===== config.mk =====
export PLATFORM = sky130hd
export DESIGN_NAME = ies_event_status
export DESIGN_NICKNAME = d
export VERILOG_FILES = /design/src/core/ies_pkg.sv /design/src/core/ies_event_status.sv /design/src/core/ies_sticky.sv
export SDC_FILE = /design/constraint.sdc
export NUM_CORES = 1
export LEC_CHECK = 0
export ABC_AREA = 1
export CORE_AREA = 2 2 70 72
export DETAILED_ROUTE_END_ITERATION = 8
export DIE_AREA = 0 0 72 74
export DONT_BUFFER_PORTS = 1
export RECOVER_POWER = 100
export SLEW_MARGIN = 20
export SYNTH_ARGS = -nofsm -noshare
export SYNTH_HDL_FRONTEND = slang
export SYNTH_SLANG_ARGS = --single-unit

===== constraint.sdc =====
create_clock -name clk_i -period 2.8 [get_ports clk_i]
set_clock_uncertainty 0.05 [all_clocks]
set_input_delay 0.42 -clock clk_i [delete_from_list [all_inputs] [get_ports clk_i]]
set_output_delay 0.42 -clock clk_i [all_outputs]
set_load 0.01 [all_outputs]

===== src/core/ies_pkg.sv =====
/*
  Constants for the two-wire controller event status block.
  Assumes: one clock, levels and events come from the same clock domain.
*/
`default_nettype none
package ies_pkg;
  localparam logic [31:0] STAT_OFFSET = 32'h5000132C;
  localparam int STAT_W = 16;
  localparam int FIFO_DEPTH = 32;
  localparam int LVL_W = 6;
  localparam int ABRT_W = 16;
  localparam int BIT_GEN_CALL = 11;
  localparam int BIT_START = 10;
  localparam int BIT_STOP = 9;
  localparam int BIT_ACT = 8;
  localparam int BIT_RX_DONE = 7;
  localparam int BIT_TX_ABRT = 6;
  localparam int BIT_RD_REQ = 5;
  localparam int BIT_TX_EMPTY = 4;
  localparam int BIT_TX_OVER = 3;
  localparam int BIT_RX_FULL = 2;
  localparam int BIT_RX_OVER = 1;
  localparam int BIT_RX_UNDER = 0;
  localparam logic [STAT_W-1:0] STAT_RST = 16'h0000;
  localparam logic [STAT_W-1:0] MASK_RST = 16'h08FF;
endpackage : ies_pkg
`default_nettype wire


===== src/core/ies_event_status.sv =====
/*
  Event status logic: raw flags, masked status register, FIFO flush controls.
  Assumes controller events arrive as one-cycle pulses on clk_i, FIFO levels
  come from the FIFOs, and register accesses arrive as one-cycle strobes.
*/
`timescale 1ns/1ps
`default_nettype none
module ies_event_status #(
  parameter int DEPTH = ies_pkg::FIFO_DEPTH
) (
  // Clock and reset
  input wire logic clk_i,
  input wire logic rst_b_i,
  // Configuration
  input wire logic enable_i,
  input wire logic internal_enable_signal_i,
  input wire logic sm_active_i,
  input wire logic [ies_pkg::STAT_W-1:0] mask_i,
  input wire logic [ies_pkg::LVL_W-1:0] tx_threshold_value_i,
  input wire logic [ies_pkg::LVL_W-1:0] rx_threshold_value_i,
  // Bus events
  input wire logic gen_call_ack_i,
  input wire logic start_seen_i,
  input wire logic stop_seen_i,
  input wire logic activity_i,
  input wire logic slv_tx_nack_i,
  input wire logic tx_abort_i,
  input wire logic [ies_pkg::ABRT_W-1:0] tx_abort_cause_i,
  input wire logic slv_read_req_i,
  input wire logic rx_byte_i,
  // FIFO levels and processor accesses
  input wire logic [ies_pkg::LVL_W-1:0] tx_level_i,
  input wire logic [ies_pkg::LVL_W-1:0] rx_level_i,
  input wire logic data_cmd_wr_i,
  input wire logic data_cmd_rd_i,
  input wire logic tx_data_wr_i,
  // Clear register reads
  input wire logic general_call_clear_reg_rd_i,
  input wire logic activity_clear_reg_rd_i,
  input wire logic combined_clear_reg_rd_i,
  input wire logic abort_clear_reg_rd_i,
  input wire logic read_request_clear_reg_rd_i,
  // Status register read port
  input wire logic stat_rd_i,
  input wire logic stat_wr_i,
  input wire logic [31:0] addr_i,
  output logic [31:0] rdata_o,
  // Outputs
  output logic [ies_pkg::STAT_W-1:0] raw_status_o,
  output logic [ies_pkg::ABRT_W-1:0] abort_cause_reg_o,
  output logic tx_flush_o,
  output logic rx_flush_o,
  output logic scl_hold_o,
  output logic rx_accept_o,
  output logic tx_push_o
);
  import ies_pkg::*;

  logic general_call_flag;
  logic start_seen_flag;
  logic stop_seen_flag;
  logic activity_flag;
  logic rx_done_flag;
  logic transmit_abort_flag;
  logic rd_req_flag;
  logic tx_over_q;
  logic rx_over_q;
  logic rx_under_q;
  logic tx_empty_lvl;
  logic rx_full_lvl;
  logic tx_full;
  logic rx_full;
  logic comb_clr;
  logic dis_clr;
  logic [STAT_W-1:0] masked_event_status;
  logic [ABRT_W-1:0] cause_q;

  assign comb_clr = combined_clear_reg_rd_i;
  assign dis_clr = !enable_i;
  assign tx_full = (tx_level_i >= LVL_W'(DEPTH));
  assign rx_full = (rx_level_i >= LVL_W'(DEPTH));

  // General call flag
  ies_sticky u_gen_call (
    .clk_i(clk_i), .rst_b_i(rst_b_i),
    .set_i(gen_call_ack_i && enable_i),
    .clr_i(dis_clr || general_call_clear_reg_rd_i || comb_clr),
    .flag_o(general_call_flag)
  );
  // Start and stop flags
  ies_sticky u_start (
    .clk_i(clk_i), .rst_b_i(rst_b_i),
    .set_i(start_seen_i),
    .clr_i(comb_clr),
    .flag_o(start_seen_flag)
  );
  ies_sticky u_stop (
    .clk_i(clk_i), .rst_b_i(rst_b_i),
    .set_i(stop_seen_i),
    .clr_i(comb_clr),
    .flag_o(stop_seen_flag)
  );
  // Activity flag, cleared only by its three events
  ies_sticky u_act (
    .clk_i(clk_i), .rst_b_i(rst_b_i),
    .set_i(activity_i && enable_i),
    .clr_i(dis_clr || activity_clear_reg_rd_i || comb_clr),
    .flag_o(activity_flag)
  );
  // Slave transmit done
  ies_sticky u_rx_done (
    .clk_i(clk_i), .rst_b_i(rst_b_i),
    .set_i(slv_tx_nack_i),
    .clr_i(comb_clr),
    .flag_o(rx_done_flag)
  );
  // Transmit abort, released by its clear read or the combined clear read
  ies_sticky u_abrt (
    .clk_i(clk_i), .rst_b_i(rst_b_i),
    .set_i(tx_abort_i),
    .clr_i(abort_clear_reg_rd_i || comb_clr),
    .flag_o(transmit_abort_flag)
  );
  // Read request flag
  ies_sticky u_rd_req (
    .clk_i(clk_i), .rst_b_i(rst_b_i),
    .set_i(slv_read_req_i),
    .clr_i(read_request_clear_reg_rd_i || comb_clr),
    .flag_o(rd_req_flag)
  );

  // Abort cause capture
  always_ff @(posedge clk_i or negedge rst_b_i) begin
    if (!rst_b_i) begin
      cause_q <= '0;
    end else if (tx_abort_i) begin
      cause_q <= tx_abort_cause_i;
    end else if (abort_clear_reg_rd_i || comb_clr) begin
      cause_q <= '0;
    end
  end

  // Overflow and underflow flags, held until internal enable drops or a combined clear read
  always_ff @(posedge clk_i or negedge rst_b_i) begin
    if (!rst_b_i) begin
      tx_over_q <= 1'b0;
    end else if (data_cmd_wr_i && tx_full) begin
      tx_over_q <= 1'b1;
    end else if (!internal_enable_signal_i || comb_clr) begin
      tx_over_q <= 1'b0;
    end
  end

  always_ff @(posedge clk_i or negedge rst_b_i) begin
    if (!rst_b_i) begin
      rx_over_q <= 1'b0;
    end else if (rx_byte_i && rx_full) begin
      rx_over_q <= 1'b1;
    end else if (!internal_enable_signal_i || comb_clr) begin
      rx_over_q <= 1'b0;
    end
  end

  always_ff @(posedge clk_i or negedge rst_b_i) begin
    if (!rst_b_i) begin
      rx_under_q <= 1'b0;
    end else if (data_cmd_rd_i && (rx_level_i == '0)) begin
      rx_under_q <= 1'b1;
    end else if (!internal_enable_signal_i || comb_clr) begin
      rx_under_q <= 1'b0;
    end
  end

  // Level flags follow FIFO levels while enabled
  always_comb begin
    if (enable_i) begin
      tx_empty_lvl = (tx_level_i <= tx_threshold_value_i);
    end else begin
      tx_empty_lvl = sm_active_i;
    end
    rx_full_lvl = enable_i && (rx_level_i >= rx_threshold_value_i);
  end

  // FIFO controls
  assign tx_flush_o = transmit_abort_flag || !enable_i;
  assign rx_flush_o = !enable_i;
  assign tx_push_o = tx_data_wr_i && !tx_flush_o && !tx_full;
  assign rx_accept_o = rx_byte_i && !rx_full && enable_i;
  assign scl_hold_o = rd_req_flag;
  assign abort_cause_reg_o = cause_q;

  // Raw status assembly
  always_comb begin
    raw_status_o = STAT_RST;
    raw_status_o[BIT_GEN_CALL] = general_call_flag;
    raw_status_o[BIT_START] = start_seen_flag;
    raw_status_o[BIT_STOP] = stop_seen_flag;
    raw_status_o[BIT_ACT] = activity_flag;
    raw_status_o[BIT_RX_DONE] = rx_done_flag;
    raw_status_o[BIT_TX_ABRT] = transmit_abort_flag;
    raw_status_o[BIT_RD_REQ] = rd_req_flag;
    raw_status_o[BIT_TX_EMPTY] = tx_empty_lvl;
    raw_status_o[BIT_TX_OVER] = tx_over_q;
    raw_status_o[BIT_RX_FULL] = rx_full_lvl;
    raw_status_o[BIT_RX_OVER] = rx_over_q;
    raw_status_o[BIT_RX_UNDER] = rx_under_q;
  end

  // Masked view, upper bits forced zero
  assign masked_event_status = raw_status_o & mask_i & 16'h0FFF;

  // Read data register; writes are ignored
  always_ff @(posedge clk_i or negedge rst_b_i) begin
    if (!rst_b_i) begin
      rdata_o <= '0;
    end else if (stat_rd_i && (addr_i == STAT_OFFSET)) begin
      rdata_o <= {16'h0000, masked_event_status};
    end else begin
      rdata_o <= '0;
    end
  end

  // Assertions
  property p_gen_call_set;
    @(posedge clk_i) disable iff (!rst_b_i)
    (gen_call_ack_i && enable_i) |=> general_call_flag;
  endproperty
  a_gen_call_set: assert property (p_gen_call_set) else $error("gen call not set");

  property p_gen_call_clr;
    @(posedge clk_i) disable iff (!rst_b_i)
    (!enable_i && !gen_call_ack_i) |=> !general_call_flag;
  endproperty
  a_gen_call_clr: assert property (p_gen_call_clr) else $error("gen call not cleared");

  property p_act_hold;
    @(posedge clk_i) disable iff (!rst_b_i)
    (activity_flag && enable_i && !activity_clear_reg_rd_i && !comb_clr) |=> activity_flag;
  endproperty
  a_act_hold: assert property (p_act_hold) else $error("activity dropped");

  property p_abrt_flush;
    @(posedge clk_i) disable iff (!rst_b_i)
    tx_abort_i |=> (tx_flush_o && !tx_push_o);
  endproperty
  a_abrt_flush: assert property (p_abrt_flush) else $error("no flush on abort");

  property p_rd_req_clr;
    @(posedge clk_i) disable iff (!rst_b_i)
    (read_request_clear_reg_rd_i && !slv_read_req_i) |=> !scl_hold_o;
  endproperty
  a_rd_req_clr: assert property (p_rd_req_clr) else $error("rd req not cleared");

  property p_tx_over;
    @(posedge clk_i) disable iff (!rst_b_i)
    (data_cmd_wr_i && tx_level_i == LVL_W'(DEPTH)) |=> raw_status_o[BIT_TX_OVER];
  endproperty
  a_tx_over: assert property (p_tx_over) else $error("tx over missed");

  property p_rx_dis;
    @(posedge clk_i) disable iff (!rst_b_i)
    $fell(enable_i) |-> (!raw_status_o[BIT_RX_FULL] && rx_flush_o);
  endproperty
  a_rx_dis: assert property (p_rx_dis) else $error("rx full not cleared");

  property p_rx_drop;
    @(posedge clk_i) disable iff (!rst_b_i)
    (rx_byte_i && rx_level_i == LVL_W'(DEPTH)) |-> (!rx_accept_o ##1 raw_status_o[BIT_RX_OVER]);
  endproperty
  a_rx_drop: assert property (p_rx_drop) else $error("overflow byte kept");

  property p_under;
    @(posedge clk_i) disable iff (!rst_b_i)
    (data_cmd_rd_i && rx_level_i == '0) |=> raw_status_o[BIT_RX_UNDER];
  endproperty
  a_under: assert property (p_under) else $error("underflow missed");

  property p_upper;
    @(posedge clk_i) disable iff (!rst_b_i)
    stat_rd_i |=> (rdata_o[31:12] == 20'h00000);
  endproperty
  a_upper: assert property (p_upper) else $error("reserved bits set");

  property p_start_set;
    @(posedge clk_i) disable iff (!rst_b_i)
    start_seen_i |=> raw_status_o[BIT_START];
  endproperty
  a_start_set: assert property (p_start_set) else $error("start not set");

  property p_stop_set;
    @(posedge clk_i) disable iff (!rst_b_i)
    stop_seen_i |=> raw_status_o[BIT_STOP];
  endproperty
  a_stop_set: assert property (p_stop_set) else $error("stop not set");

  property p_act_set;
    @(posedge clk_i) disable iff (!rst_b_i)
    (activity_i && enable_i) |=> raw_status_o[BIT_ACT];
  endproperty
  a_act_set: assert property (p_act_set) else $error("activity not set");

  property p_nack_set;
    @(posedge clk_i) disable iff (!rst_b_i)
    slv_tx_nack_i |=> raw_status_o[BIT_RX_DONE];
  endproperty
  a_nack_set: assert property (p_nack_set) else $error("transmit done not set");

  property p_abrt_cause;
    @(posedge clk_i) disable iff (!rst_b_i)
    tx_abort_i |=> (abort_cause_reg_o == $past(tx_abort_cause_i));
  endproperty
  a_abrt_cause: assert property (p_abrt_cause) else $error("abort cause not kept");

  property p_push_flush;
    @(posedge clk_i) disable iff (!rst_b_i)
    tx_flush_o |-> !tx_push_o;
  endproperty
  a_push_flush: assert property (p_push_flush) else $error("push while flushed");

  property p_rd_req_set;
    @(posedge clk_i) disable iff (!rst_b_i)
    slv_read_req_i |=> (raw_status_o[BIT_RD_REQ] && scl_hold_o);
  endproperty
  a_rd_req_set: assert property (p_rd_req_set) else $error("rd req not held");

  property p_tx_empty;
    @(posedge clk_i) disable iff (!rst_b_i)
    enable_i |-> (raw_status_o[BIT_TX_EMPTY] == (tx_level_i <= tx_threshold_value_i));
  endproperty
  a_tx_empty: assert property (p_tx_empty) else $error("tx empty wrong");

  property p_tx_dis;
    @(posedge clk_i) disable iff (!rst_b_i)
    !enable_i |-> (tx_flush_o && (raw_status_o[BIT_TX_EMPTY] == sm_active_i));
  endproperty
  a_tx_dis: assert property (p_tx_dis) else $error("tx empty wrong when disabled");

  property p_rx_over_clr;
    @(posedge clk_i) disable iff (!rst_b_i)
    (!internal_enable_signal_i && !(rx_byte_i && rx_full)) |=> !raw_status_o[BIT_RX_OVER];
  endproperty
  a_rx_over_clr: assert property (p_rx_over_clr) else $error("rx over not cleared");

  property p_rx_full;
    @(posedge clk_i) disable iff (!rst_b_i)
    enable_i |-> (raw_status_o[BIT_RX_FULL] == (rx_level_i >= rx_threshold_value_i));
  endproperty
  a_rx_full: assert property (p_rx_full) else $error("rx full wrong");

  property p_mask;
    @(posedge clk_i) disable iff (!rst_b_i)
    (stat_rd_i && (addr_i == STAT_OFFSET)) |=> (rdata_o == {16'h0000, $past(raw_status_o) & $past(mask_i) & 16'h0FFF});
  endproperty
  a_mask: assert property (p_mask) else $error("masked status wrong");

  property p_wr_ignored;
    @(posedge clk_i) disable iff (!rst_b_i)
    (stat_wr_i && !stat_rd_i) |=> (rdata_o == 32'h00000000);
  endproperty
  a_wr_ignored: assert property (p_wr_ignored) else $error("status write took effect");
endmodule : ies_event_status
`default_nettype wire


===== src/core/ies_sticky.sv =====
/*
  One sticky flag: set wins over clear.
  Assumes same-clock set and clear pulses.
*/
`timescale 1ns/1ps
`default_nettype none
module ies_sticky (
  // Clock and reset
  input wire logic clk_i,
  input wire logic rst_b_i,
  // Control
  input wire logic set_i,
  input wire logic clr_i,
  output logic flag_o
);
  // Set has priority over clear
  always_ff @(posedge clk_i or negedge rst_b_i) begin
    if (!rst_b_i) begin
      flag_o <= 1'b0;
    end else if (set_i) begin
      flag_o <= 1'b1;
    end else if (clr_i) begin
      flag_o <= 1'b0;
    end
  end
endmodule : ies_sticky
`default_nettype wire


Yosys cells after proc, flatten, opt, wreduce, memory -nomap -nowiden:

Index checks and enable logic that the tools add are counted.

* input port bits: 111
* output and inout port bits: 69
* register bits: 58

* muxes and demuxes: 20
* reductions and logical operators: 35
* bitwise operators: 1
* magnitude comparators: 4
* eq/ne operators: 1

Operators with widths (number)
* $eq 32x31->1 const B: 1
* $mux 16: 2
* $reduce_bool 2->1: 10
* $mux 1: 17
* $and 12x12->12: 1
* $ge 6x6->1 const B: 2
* $mux 12: 1
* $logic_and 1x1->1: 11
* $logic_or 1x1->1: 8
* $ge 6x6->1: 1
* $le 6x6->1: 1
* $logic_not 6->1: 1
* $logic_not 1->1: 5

Depth between registers and ports, before layout:

Gate-level depths: netlist of run 1.

* depth in word-level cells: 5
* gate-level depth with buffers: 10
* gate-level depth less buffers: 9

Cells and area by module:

From an unflattened synthesis of run 1, not the netlist that was laid out.

* cell total of the unflattened synthesis: 303
* area, all modules: 2376.0 um2

Modules (own cells, without submodules)
* ies_event_status: instances 1, cells an instance 268, area each 2095.8 um2
* ies_sticky: instances 7, cells an instance 5, area each 40.0 um2

Worst setup path after synthesis of run 1:

No wires, ideal clock.

* kind: input-to-output
* start: input port tx_threshold_value_i[5] (netlist bit)
* end: output port raw_status_o[4] (netlist bit)
* setup slack: 1.046 ns
* buffers on the path: 1
* stages: 10
* arrival time: 1.284 ns
* required time: 2.330 ns
* cells stage by stage: inv_1 ha_1 nand2_1 nor2_1 nand2_1 nand3_1 nand2_1 nand2_1 inv_1 buf_4

* longest elaborated chain between the ends: 2

RTL lines
* start, declared: line ies_event_status.sv:19 `input wire logic [ies_pkg::LVL_W-1:0] tx_threshold_value_i,`
* $le 6x6->1: line ies_event_status.sv:177 `tx_empty_lvl = (tx_level_i <= tx_threshold_value_i);`
* $mux 1: line ies_event_status.sv:176 `if (enable_i) begin`
* end, declared: line ies_event_status.sv:49 `output logic [ies_pkg::STAT_W-1:0] raw_status_o,`

No other way between the ends.

Worst setup path after layout of run 1:

* start: register u_abrt.flag_o
* end: output port tx_push_o

* longest elaborated chain between the ends: 4

RTL lines
* start, declared: line ies_sticky.sv:14 `output logic flag_o`
* start signal, assigned: line ies_sticky.sv:19 `flag_o <= 1'b0;`
* start signal, assigned: line ies_sticky.sv:21 `flag_o <= 1'b1;`
* start signal, assigned: line ies_sticky.sv:23 `flag_o <= 1'b0;`
* $logic_or 1x1->1: line ies_event_status.sv:185 `assign tx_flush_o = transmit_abort_flag || !enable_i;`
* via tx_flush_o: line ies_event_status.sv:51 `output logic tx_flush_o,`
* $logic_not 1->1: line ies_event_status.sv:187 `assign tx_push_o = tx_data_wr_i && !tx_flush_o && !tx_full;`
* $logic_and 1x1->1 (2 in a row): line ies_event_status.sv:187
* end, declared: line ies_event_status.sv:55 `output logic tx_push_o`

The timed path passes the listed nets, and every way through them passes these cells.

==> results of run 1 <==
## logic make-up after synthesis
| kind of cell | after synthesis | synth area share (%) |
|---|---|---|
| other | 1 | 0.169 |
| flip-flops | 38 | 42.8 |
| buffers and inverters | 73 | 18.7 |
| adder cells (fa/ha/maj) | 12 | 6.76 |
| AO/OA/AOI/OAI | 17 | 5.13 |
| AND/OR/NAND/NOR | 135 | 26.4 |
## worst max-delay path, cell delays in order, from the launching register on
cell and delay, ps:
dfrtp_1 440, inv_1 110, nand2_1 130, nor3b_1 370
## report_power, final
| part | switching [mW] | internal, mW |
|---|---|---|
| combinational | 0.0822 | 0.0451 |
| sequential | 0.0307 | 0.572 |
| clock | 0.187 | 0.198 |
## final cells by class
cell class	count	area share, %
timing repair buffer	3	1.70
sequential	38	43.0
multi-input combinational	188	42.3
tap	54	3.06
inverter	33	5.60
clock buffer	6	3.74
clock inverter	2	0.566
## worst paths after layout
kind	depth (start not counted)	startpoint	slack [ps]	to
worst max-delay path	3	u_abrt.flag_o	990	tx_push_o
worst min-delay path	1	read_request_clear_reg_rd_i	170	u_rd_req.flag_o
worst max register to register	2	u_rd_req.flag_o	1930	rdata_o[5]
worst min register to register	2	abort_cause_reg_o[2]	520	abort_cause_reg_o[2]
max in group asynchronous	2	rst_b_i	1980	rdata_o[11]
min in group asynchronous	2	rst_b_i	520	abort_cause_reg_o[14]
## metrics by stage
stage                     util (%)  hold WS [ps]  cell area (um^2)
final                         48.1           169              2210
after global routing          48.1           158              2210
after CTS                     48.2           163              2220
after detailed placement      45.5          75.1              2090
after global placement        45.5          75.2              2090
after floorplan                  -          74.4              2310
## metal layers
metal | vias up | track usage (%) | part of all wire, %
met5 | - | 0 | 0
met4 | 0 | 7.34 | 1.8
met3 | 8 | 5.83 | 9.6
met2 | 88 | 29.6 | 49
met1 | 701 | 20.9 | 40
li1 | 791 | - | -
## cells in the final DEF, fill, tap and decap left out
| cell | Yosys | layout |
|---|---|---|
| nor2_1 | 24 | 24 |
| clkinv_1 | 1 | 1 |
| buf_12 | 0 | 1 |
| nor3b_1 | 1 | 1 |
| a21o_1 | 3 | 3 |
| a32o_1 | 1 | 1 |
| a21boi_0 | 1 | 1 |
| clkinvlp_4 | 0 | 1 |
| o31ai_1 | 1 | 1 |
| dfrtp_1 | 38 | 38 |
| o21ai_0 | 2 | 2 |
| a21oi_1 | 5 | 5 |
| nand3_1 | 20 | 21 |
| clkbuf_8 | 0 | 6 |
| conb_1 | 1 | 24 |
| a22o_1 | 1 | 1 |
| dlygate4sd3_1 | 0 | 1 |
| clkinv_2 | 0 | 1 |
| nor2_2 | 1 | 1 |
| nor3_1 | 12 | 12 |
| nand2_1 | 71 | 71 |
| nand4_1 | 2 | 2 |
| or2_0 | 1 | 1 |
| o21bai_1 | 2 | 2 |
| inv_1 | 32 | 32 |
| nand4_4 | 1 | 1 |
| o21a_1 | 1 | 1 |
| or2_2 | 1 | 1 |
| ha_1 | 12 | 12 |
| buf_4 | 37 | 1 |
## repair_timing
| item | CTS | global route |
|---|---|---|
| hold endpoints to repair | 38 | 0 |
| hold buffers | 2 | 0 |
| buffers inserted | 0 | 0 |
==> impl_metrics.tcl, run 1 <==
set metrics [dict create \
    status "complete, no violations" \
    htree_levels 2 \
    crit_type "reg2out" \
    area_growth_pct -0.451 \
    cts_tree "yes" \
    rows 25 \
    synth_cell_types 28 \
    finalWirelength_um 4560 \
    rsz0062_at_grt "false" \
    path_max_fanout 3 \
    die_x_um 72 \
    nets 392 \
    cap_violations 0 \
    antenna_found_initial 0 \
    root_buffer "clkbuf_8" \
    multi_input_area_um2 936 \
    drt-pass1-iter-count 4 \
    clk_latency_ps 290 \
    ys_async_sr_fraction_pct 100 \
    cp-start-kind "flop" \
    vias 1588 \
    start_util_pct 48.3 \
    yosysSeqAreaShare_pct 42.8 \
    dieArea_um2 5330 \
    overflow 0 \
    yosysMostFrequentCell "nand2_1" \
    dp_cells 314 \
    syn_area_um2 2220 \
    setup_violations 0 \
    cts_buffers 5 \
    vdd_drop_max_v 0.000222 \
    ant_nets 0 \
    post_route_cells_drive_above_1_share_pct 4.81 \
    hp-class "in2reg" \
    largest_reg_flops 16 \
    leakage_nw 1.23 \
    p_per_area_nw_per_um2 504 \
    grt_max_degree 39 \
    ys_top_cells_by_area "dfrtp_1, buf_4, nand2_1" \
    path_clk_slew_ps 70 \
    cp.required_ps 2330 \
    synth_top_area_share_pct 42.8 \
    core_area_um2 4600 \
    setup_tns_ps 0 \
    clockBufferDepth 2 \
    instances_no_fill 324 \
    maxSlewViolCount 0 \
    dominantRegCellSynth "dfrtp_1" \
    yosysWarnings 0 \
    place_hpwl_um 3640 \
    crit_arrival_ps 1340 \
    synth_common_cells "nand2_1, dfrtp_1, buf_4, inv_1, nor2_1" \
    fillers 495 \
    power_mw 1.12 \
    io_buffers 0 \
    vias_per_cell 4.90 \
    cts_resized 0 \
    timing.final.ws_setup_ps 993 \
    ys_ff_latch 38 \
    n_antenna_cell 0 \
    layout_min_cycle_time_ps 1810 \
    yosys.area.top_type "dfrtp_1" \
    pre_cts_slack_ps 1080 \
    grt_pass1_vias 1520 \
    grt_pass1_wl_um 7200 \
    ioPinCount 180 \
    numClockSinks 38 \
    timing.final.crit_share_pct 64.5 \
    fp.dieH_um 74 \
    ff_latch_area_um2 951 \
    track_usage_pct 17.6 \
    syn_inst 276 \
    synth.avg_cell_area_um2 8.05 \
    hold_viol 0 \
    drc_errors 0 \
    wl_per_cell_um 14.1 \
    fmax_mhz 554 \
    drt_first_iter_violations 49 \
    place_congestion 0.831 \
    synth-edff-count 0 \
    end_kind "primary output" \
]
(Power assumes the default switching activity.)
==> run 2: changes to the inputs <==
- clock period: 2.8 -> 1.8 ns (I/O delays scaled with it)
==> run 2 against run 1 <==
Sequential power up 56%. Utilization down 0.54 points. Routed wire length up 3.0%. Critical path depth unchanged. Largest cell class unchanged.
==> impl_metrics.tcl, run 2 (synthesis gave the netlist of run 1 again) <==
set metrics [dict create \
    die_x_um 72 \
    p_switching_uw 474 \
    drt-pass1-iter-count 4 \
    io_buffers 0 \
    vias_per_cell 4.92 \
    setup_violations 0 \
    instances_no_fill 324 \
    dieArea_um2 5330 \
    p_seq_share_pct 54.0 \
    status "complete, no violations" \
    track_usage_pct 17.7 \
    place_area_um2 2090 \
    setup_tns_ps 0 \
    clockBufferDepth 2 \
    wl_per_cell_um 14.5 \
    layout_min_cycle_time_ps 1670 \
    timing.final.crit_share_pct 92.6 \
    core_area_um2 4600 \
    maxSlewViolCount 0 \
    slew_headroom_pct 38.6 \
    path_clk_slew_ps 80 \
    n_antenna_cell 0 \
    rsz0062_at_grt "false" \
    ant_nets 0 \
    finalInstanceArea_um2 2190 \
    layout_commonest_cell "nand2_1" \
    hold_depth 1 \
    root_buffer "clkbuf_8" \
    grt_pass1_vias 1513 \
    vdd_drop_max_v 0.000256 \
    most-common-layout-cells "nand2_1, dfrtp_1, inv_1" \
    cap_violations 0 \
    drt_first_iter_violations 72 \
    crit_type "reg2out" \
    worstMarginPinSlew_ps 920 \
    cts_buffers 5 \
    rr_worst_depth 2 \
    numClockSinks 38 \
    fmax_mhz 600 \
    fp.dieH_um 74 \
    start_util_pct 48.3 \
    leakage_nw 1.21 \
    cp.required_ps 1480 \
    p_per_area_nw_per_um2 795 \
    grt_max_degree 39 \
    dp_cells 314 \
    htree_levels 2 \
    whs_ps 16.8 \
    area_growth_pct -1.58 \
    place_hpwl_um 3720 \
    cts_resized 0 \
    hp-class "in2reg" \
    p_comb_share_pct 11.1 \
    p_sw_share_pct 27.3 \
    cp-start-kind "flop" \
    hold_viol 0 \
    path_max_fanout 3 \
    post_route_cells_drive_above_1_share_pct 4.81 \
    grt_pass1_wl_um 7160 \
    p_int_mw 1.26 \
    finalWirelength_um 4700 \
    place_congestion 0.831 \
    ioPinCount 180 \
    antenna_found_initial 0 \
    p_clk_share_pct 34.8 \
    vias 1594 \
    nets 392 \
    largest_reg_flops 16 \
    drc_errors 0 \
    end_kind "primary output" \
    clk_latency_ps 290 \
    cts_tree "yes" \
    crit_arrival_ps 1350 \
    rows 25 \
    overflow 0 \
]
-- run 2: cell count changes in the layout (fill, tap and decap cells not counted) --
cell / delta
buf_12: -1
clkbuf_2: +1
nand3_1: -1
nand3_2: +1
nand4_1: +1
nand4_4: -1
-- run 2: stage by stage --
| step | utilization [%] | worst slack, ps | power, mW |
|---|---|---|---|
| 2_1_floorplan | - | 346 | 1.17 |
| 3_3_place_gp | 45.5 | 375 | 1.13 |
| 3_5_place_dp | 45.5 | 372 | 1.13 |
| 4_1_cts | 48.2 | 105 | 1.77 |
| 5_1_grt | 47.5 | 64.2 | 1.83 |
| 6_report | 47.5 | 133 | 1.74 |
-- run 2: layout make-up --
type	count	area (um^2)
Clock inverter	2	12.5
Timing Repair Buffer	3	22.5
Multi-Input combinational cell	188	926
Inverter	33	124
Sequential cell	38	951
Fill cell	473	2410
Clock buffer	6	82.6
Tap cell	54	67.6
-- run 2: repair_timing --
item	CTS	global route
setup endpoints to repair	0	0
setup buffers	0	0
hold buffers	2	0
hold endpoints to repair	38	0
-- run 2: critical path: stages, from the launching register on --
cell     delay, ps
dfrtp_1        440
inv_1          120
nand2_1        130
nor3b_1        370
-- run 2: worst paths after layout --
kind	startpoint	end	slack, ps
min	abort_clear_reg_rd_i	u_abrt.flag_o	20
min reg2reg	abort_cause_reg_o[2]	abort_cause_reg_o[2]	520
max reg2reg	u_abrt.flag_o	u_abrt.flag_o	920
max in group asynchronous	rst_b_i	rdata_o[8]	530
min in group asynchronous	rst_b_i	rdata_o[6]	600
max	u_abrt.flag_o	tx_push_o	130
-- run 2: layer usage --
metal	GRT usage, %	wire length (um)
met2	30.2	2360
met3	5.69	444
met4	7.13	80
met5	0	0
met1	20.7	1820
-- run 2: power groups by stage --
stage               Clock (mW)  Sequential (mW)  Combinational [mW]
floorplan                    0            0.938               0.227
global placement             0            0.955               0.172
detailed placement           0            0.956               0.177
CTS                      0.624            0.939               0.203
global route             0.659            0.943               0.231
finish                   0.605            0.939               0.193
==> run 3: changes to the inputs <==
- ABC_AREA: 1 -> not set
==> run 3 against run 2 <==
Non-clock buffer count rose by 2. Utilization fell by 4.1 points. Area after synthesis fell by 8.6%. Cell count fell by 28%. Global-route usage fell by 1.8 points. Sequential power barely moved. Sequential cell count did not move. Register-to-register slack improved by 40 ps. Largest power group unchanged.
==> impl_metrics.tcl, run 3 <==
set metrics [dict create \
    io_buffers 0 \
    wl_per_cell_um 19.2 \
    syn_area_um2 2030 \
    yosysWarnings 0 \
    dieArea_um2 5330 \
    hp-class "in2reg" \
    leakage_nw 1.06 \
    ys_async_sr_fraction_pct 100 \
    synth_top_area_share_pct 46.8 \
    layout_min_cycle_time_ps 1680 \
    ys_ff_latch 38 \
    dp_cells 225 \
    vias_per_cell 5.59 \
    synth_common_cells "dfrtp_1, buf_4, a22o_1, inv_1" \
    end_kind "primary output" \
    die_x_um 72 \
    syn_inst 185 \
    n_antenna_cell 0 \
    power_mw 1.63 \
    crit_path_start "u_abrt.flag_o" \
    worstMarginPinSlew_ps 906 \
    cp-start-kind "flop" \
    grt_pass1_vias 1348 \
    htree_levels 2 \
    rows 25 \
    cp.required_ps 1480 \
    yosysSeqAreaShare_pct 46.8 \
    setup_violations 0 \
    yosysMostFrequentCell "dfrtp_1" \
    vias 1307 \
    r2r_slack_ps 960 \
    whs_ps 29.3 \
    post_route_cells_drive_above_1_share_pct 7.22 \
    synth-edff-count 0 \
    timing.rr.end "rdata_o[5]" \
    fp.dieH_um 74 \
    drc_errors 0 \
    antenna_found_initial 0 \
    timing.final.crit_share_pct 93.2 \
    layout_commonest_cell "dfrtp_1" \
    nets 303 \
    rsz0062_at_grt "false" \
    vdd_drop_max_v 0.000215 \
    slew_headroom_pct 39.6 \
    path_clk_slew_ps 70 \
    largest_reg_flops 16 \
    place_congestion 0.777 \
    root_buffer "clkbuf_8" \
    maxSlewViolCount 0 \
    fmax_mhz 596 \
    ys_top_cells_by_area "dfrtp_1, buf_4, a22o_1" \
    area_growth_pct -1.66 \
    cts_tree "yes" \
    track_usage_pct 15.9 \
    hold_viol 0 \
    core_area_um2 4600 \
    start_util_pct 44.2 \
    synth.avg_cell_area_um2 11.0 \
    fillers 443 \
    crit_arrival_ps 1360 \
    finalWirelength_um 4500 \
    max_stage_delay_ps 470 \
    post_cts_buffers 0 \
    cap_violations 0 \
    crit_chain "nand2b_1 > nor3b_1" \
    rr_worst_depth 1 \
    numClockSinks 38 \
    drt-pass1-iter-count 4 \
    overflow 0 \
    setup_tns_ps 0 \
    path_max_fanout 4 \
    ioPinCount 180 \
    worstReg2RegStart "u_rd_req.flag_o" \
    place_hpwl_um 3690 \
    drt_first_iter_violations 40 \
    synth_cell_types 33 \
    instances_no_fill 234 \
    cts_buffers 5 \
    cts_resized 0 \
    critPathCapture "tx_push_o" \
    crit_slowest_cell "dfrtp_1" \
    grt_pass1_wl_um 6410 \
    most-common-layout-cells "dfrtp_1, conb_1, a22o_1" \
    grt_max_degree 39 \
    p_per_area_nw_per_um2 815 \
    yosys.area.top_type "dfrtp_1" \
    ant_nets 0 \
    dominantRegCellSynth "dfrtp_1" \
    clk_latency_ps 280 \
    status "complete, no violations" \
    crit_type "reg2out" \
    clockBufferDepth 2 \
]
## run 3: cell types whose count changed after synthesis, moves of 5 or more
cell     change
nor2_1      -18
inv_1       -17
a21o_1       +5
nand2_1     -71
and3_1      +12
nand3_1     -18
a22o_1      +18
nor3_1      -11
## run 3: cell type report
| class | instances | area, um^2 | share of cell area (%) |
|---|---|---|---|
| clock buffer | 5 | 68.8 | 3.45 |
| clock inverter | 2 | 10.0 | 0.501 |
| inverter | 15 | 56.3 | 2.82 |
| multi-input combinational | 115 | 813 | 40.7 |
| sequential | 38 | 951 | 47.6 |
| tap | 54 | 67.6 | 3.38 |
| timing repair buffer | 5 | 30.0 | 1.50 |
## run 3: logic make-up after synthesis
kind of cell             Yosys count  synth area share [%]
buffers and inverters             55                  17.1
AND/OR/NAND/NOR                   43                  14.5
flip-flops                        38                  46.8
AO/OA/AOI/OAI                     36                  14.0
adder cells (fa/ha/maj)           12                  7.39
other                              1                 0.185
## run 3: how the worst min path moves through the flow
| stage | from | end | slack, ps | cells after the start |
|---|---|---|---|---|
| final | start_seen_i | u_start.flag_o | 30 | 1 |
| after global routing | stop_seen_i | u_stop.flag_o | 20 | 1 |
| after CTS | start_seen_i | u_start.flag_o | 20 | 1 |
| after detailed placement | rst_b_i | abort_cause_reg_o[5] | -70 | 0 |
| after global placement | rst_b_i | abort_cause_reg_o[15] | -70 | 0 |
| after floorplan | rst_b_i | abort_cause_reg_o[0] | -80 | 0 |
## run 3: metrics by stage
stage	utilization (%)	instance area [um^2]	worst slack (ps)
2_1_floorplan	-	2120	233
3_3_place_gp	41.7	1920	215
3_5_place_dp	41.7	1920	199
4_1_cts	44.1	2030	112
5_1_grt	43.4	2000	85.5
6_report	43.4	2000	123
## run 3: critical path, delay by kind of cell (launching register included)
family	cells	cell delay, ps
simple gates	2	610
flops	1	470
## run 3: what timing repair did
| item | CTS | global route |
|---|---|---|
| hold endpoints to repair | 38 | 0 |
| hold buffers | 2 | 0 |
| setup endpoints to repair | 0 | 0 |
## run 3: layer usage
metal  track usage [%]  share of wire (%)  up-vias
li1                  -                  -      584
met1              18.2                 38      622
met2              28.5                 52       96
met3              5.15                8.9        5
met4              5.03                1.3        0
met5                 0                  0        -
## run 3: report_power, final
group	internal, mW	switching (mW)
Sequential	0.890	0.0474
Combinational	0.0710	0.0963
Clock	0.259	0.264
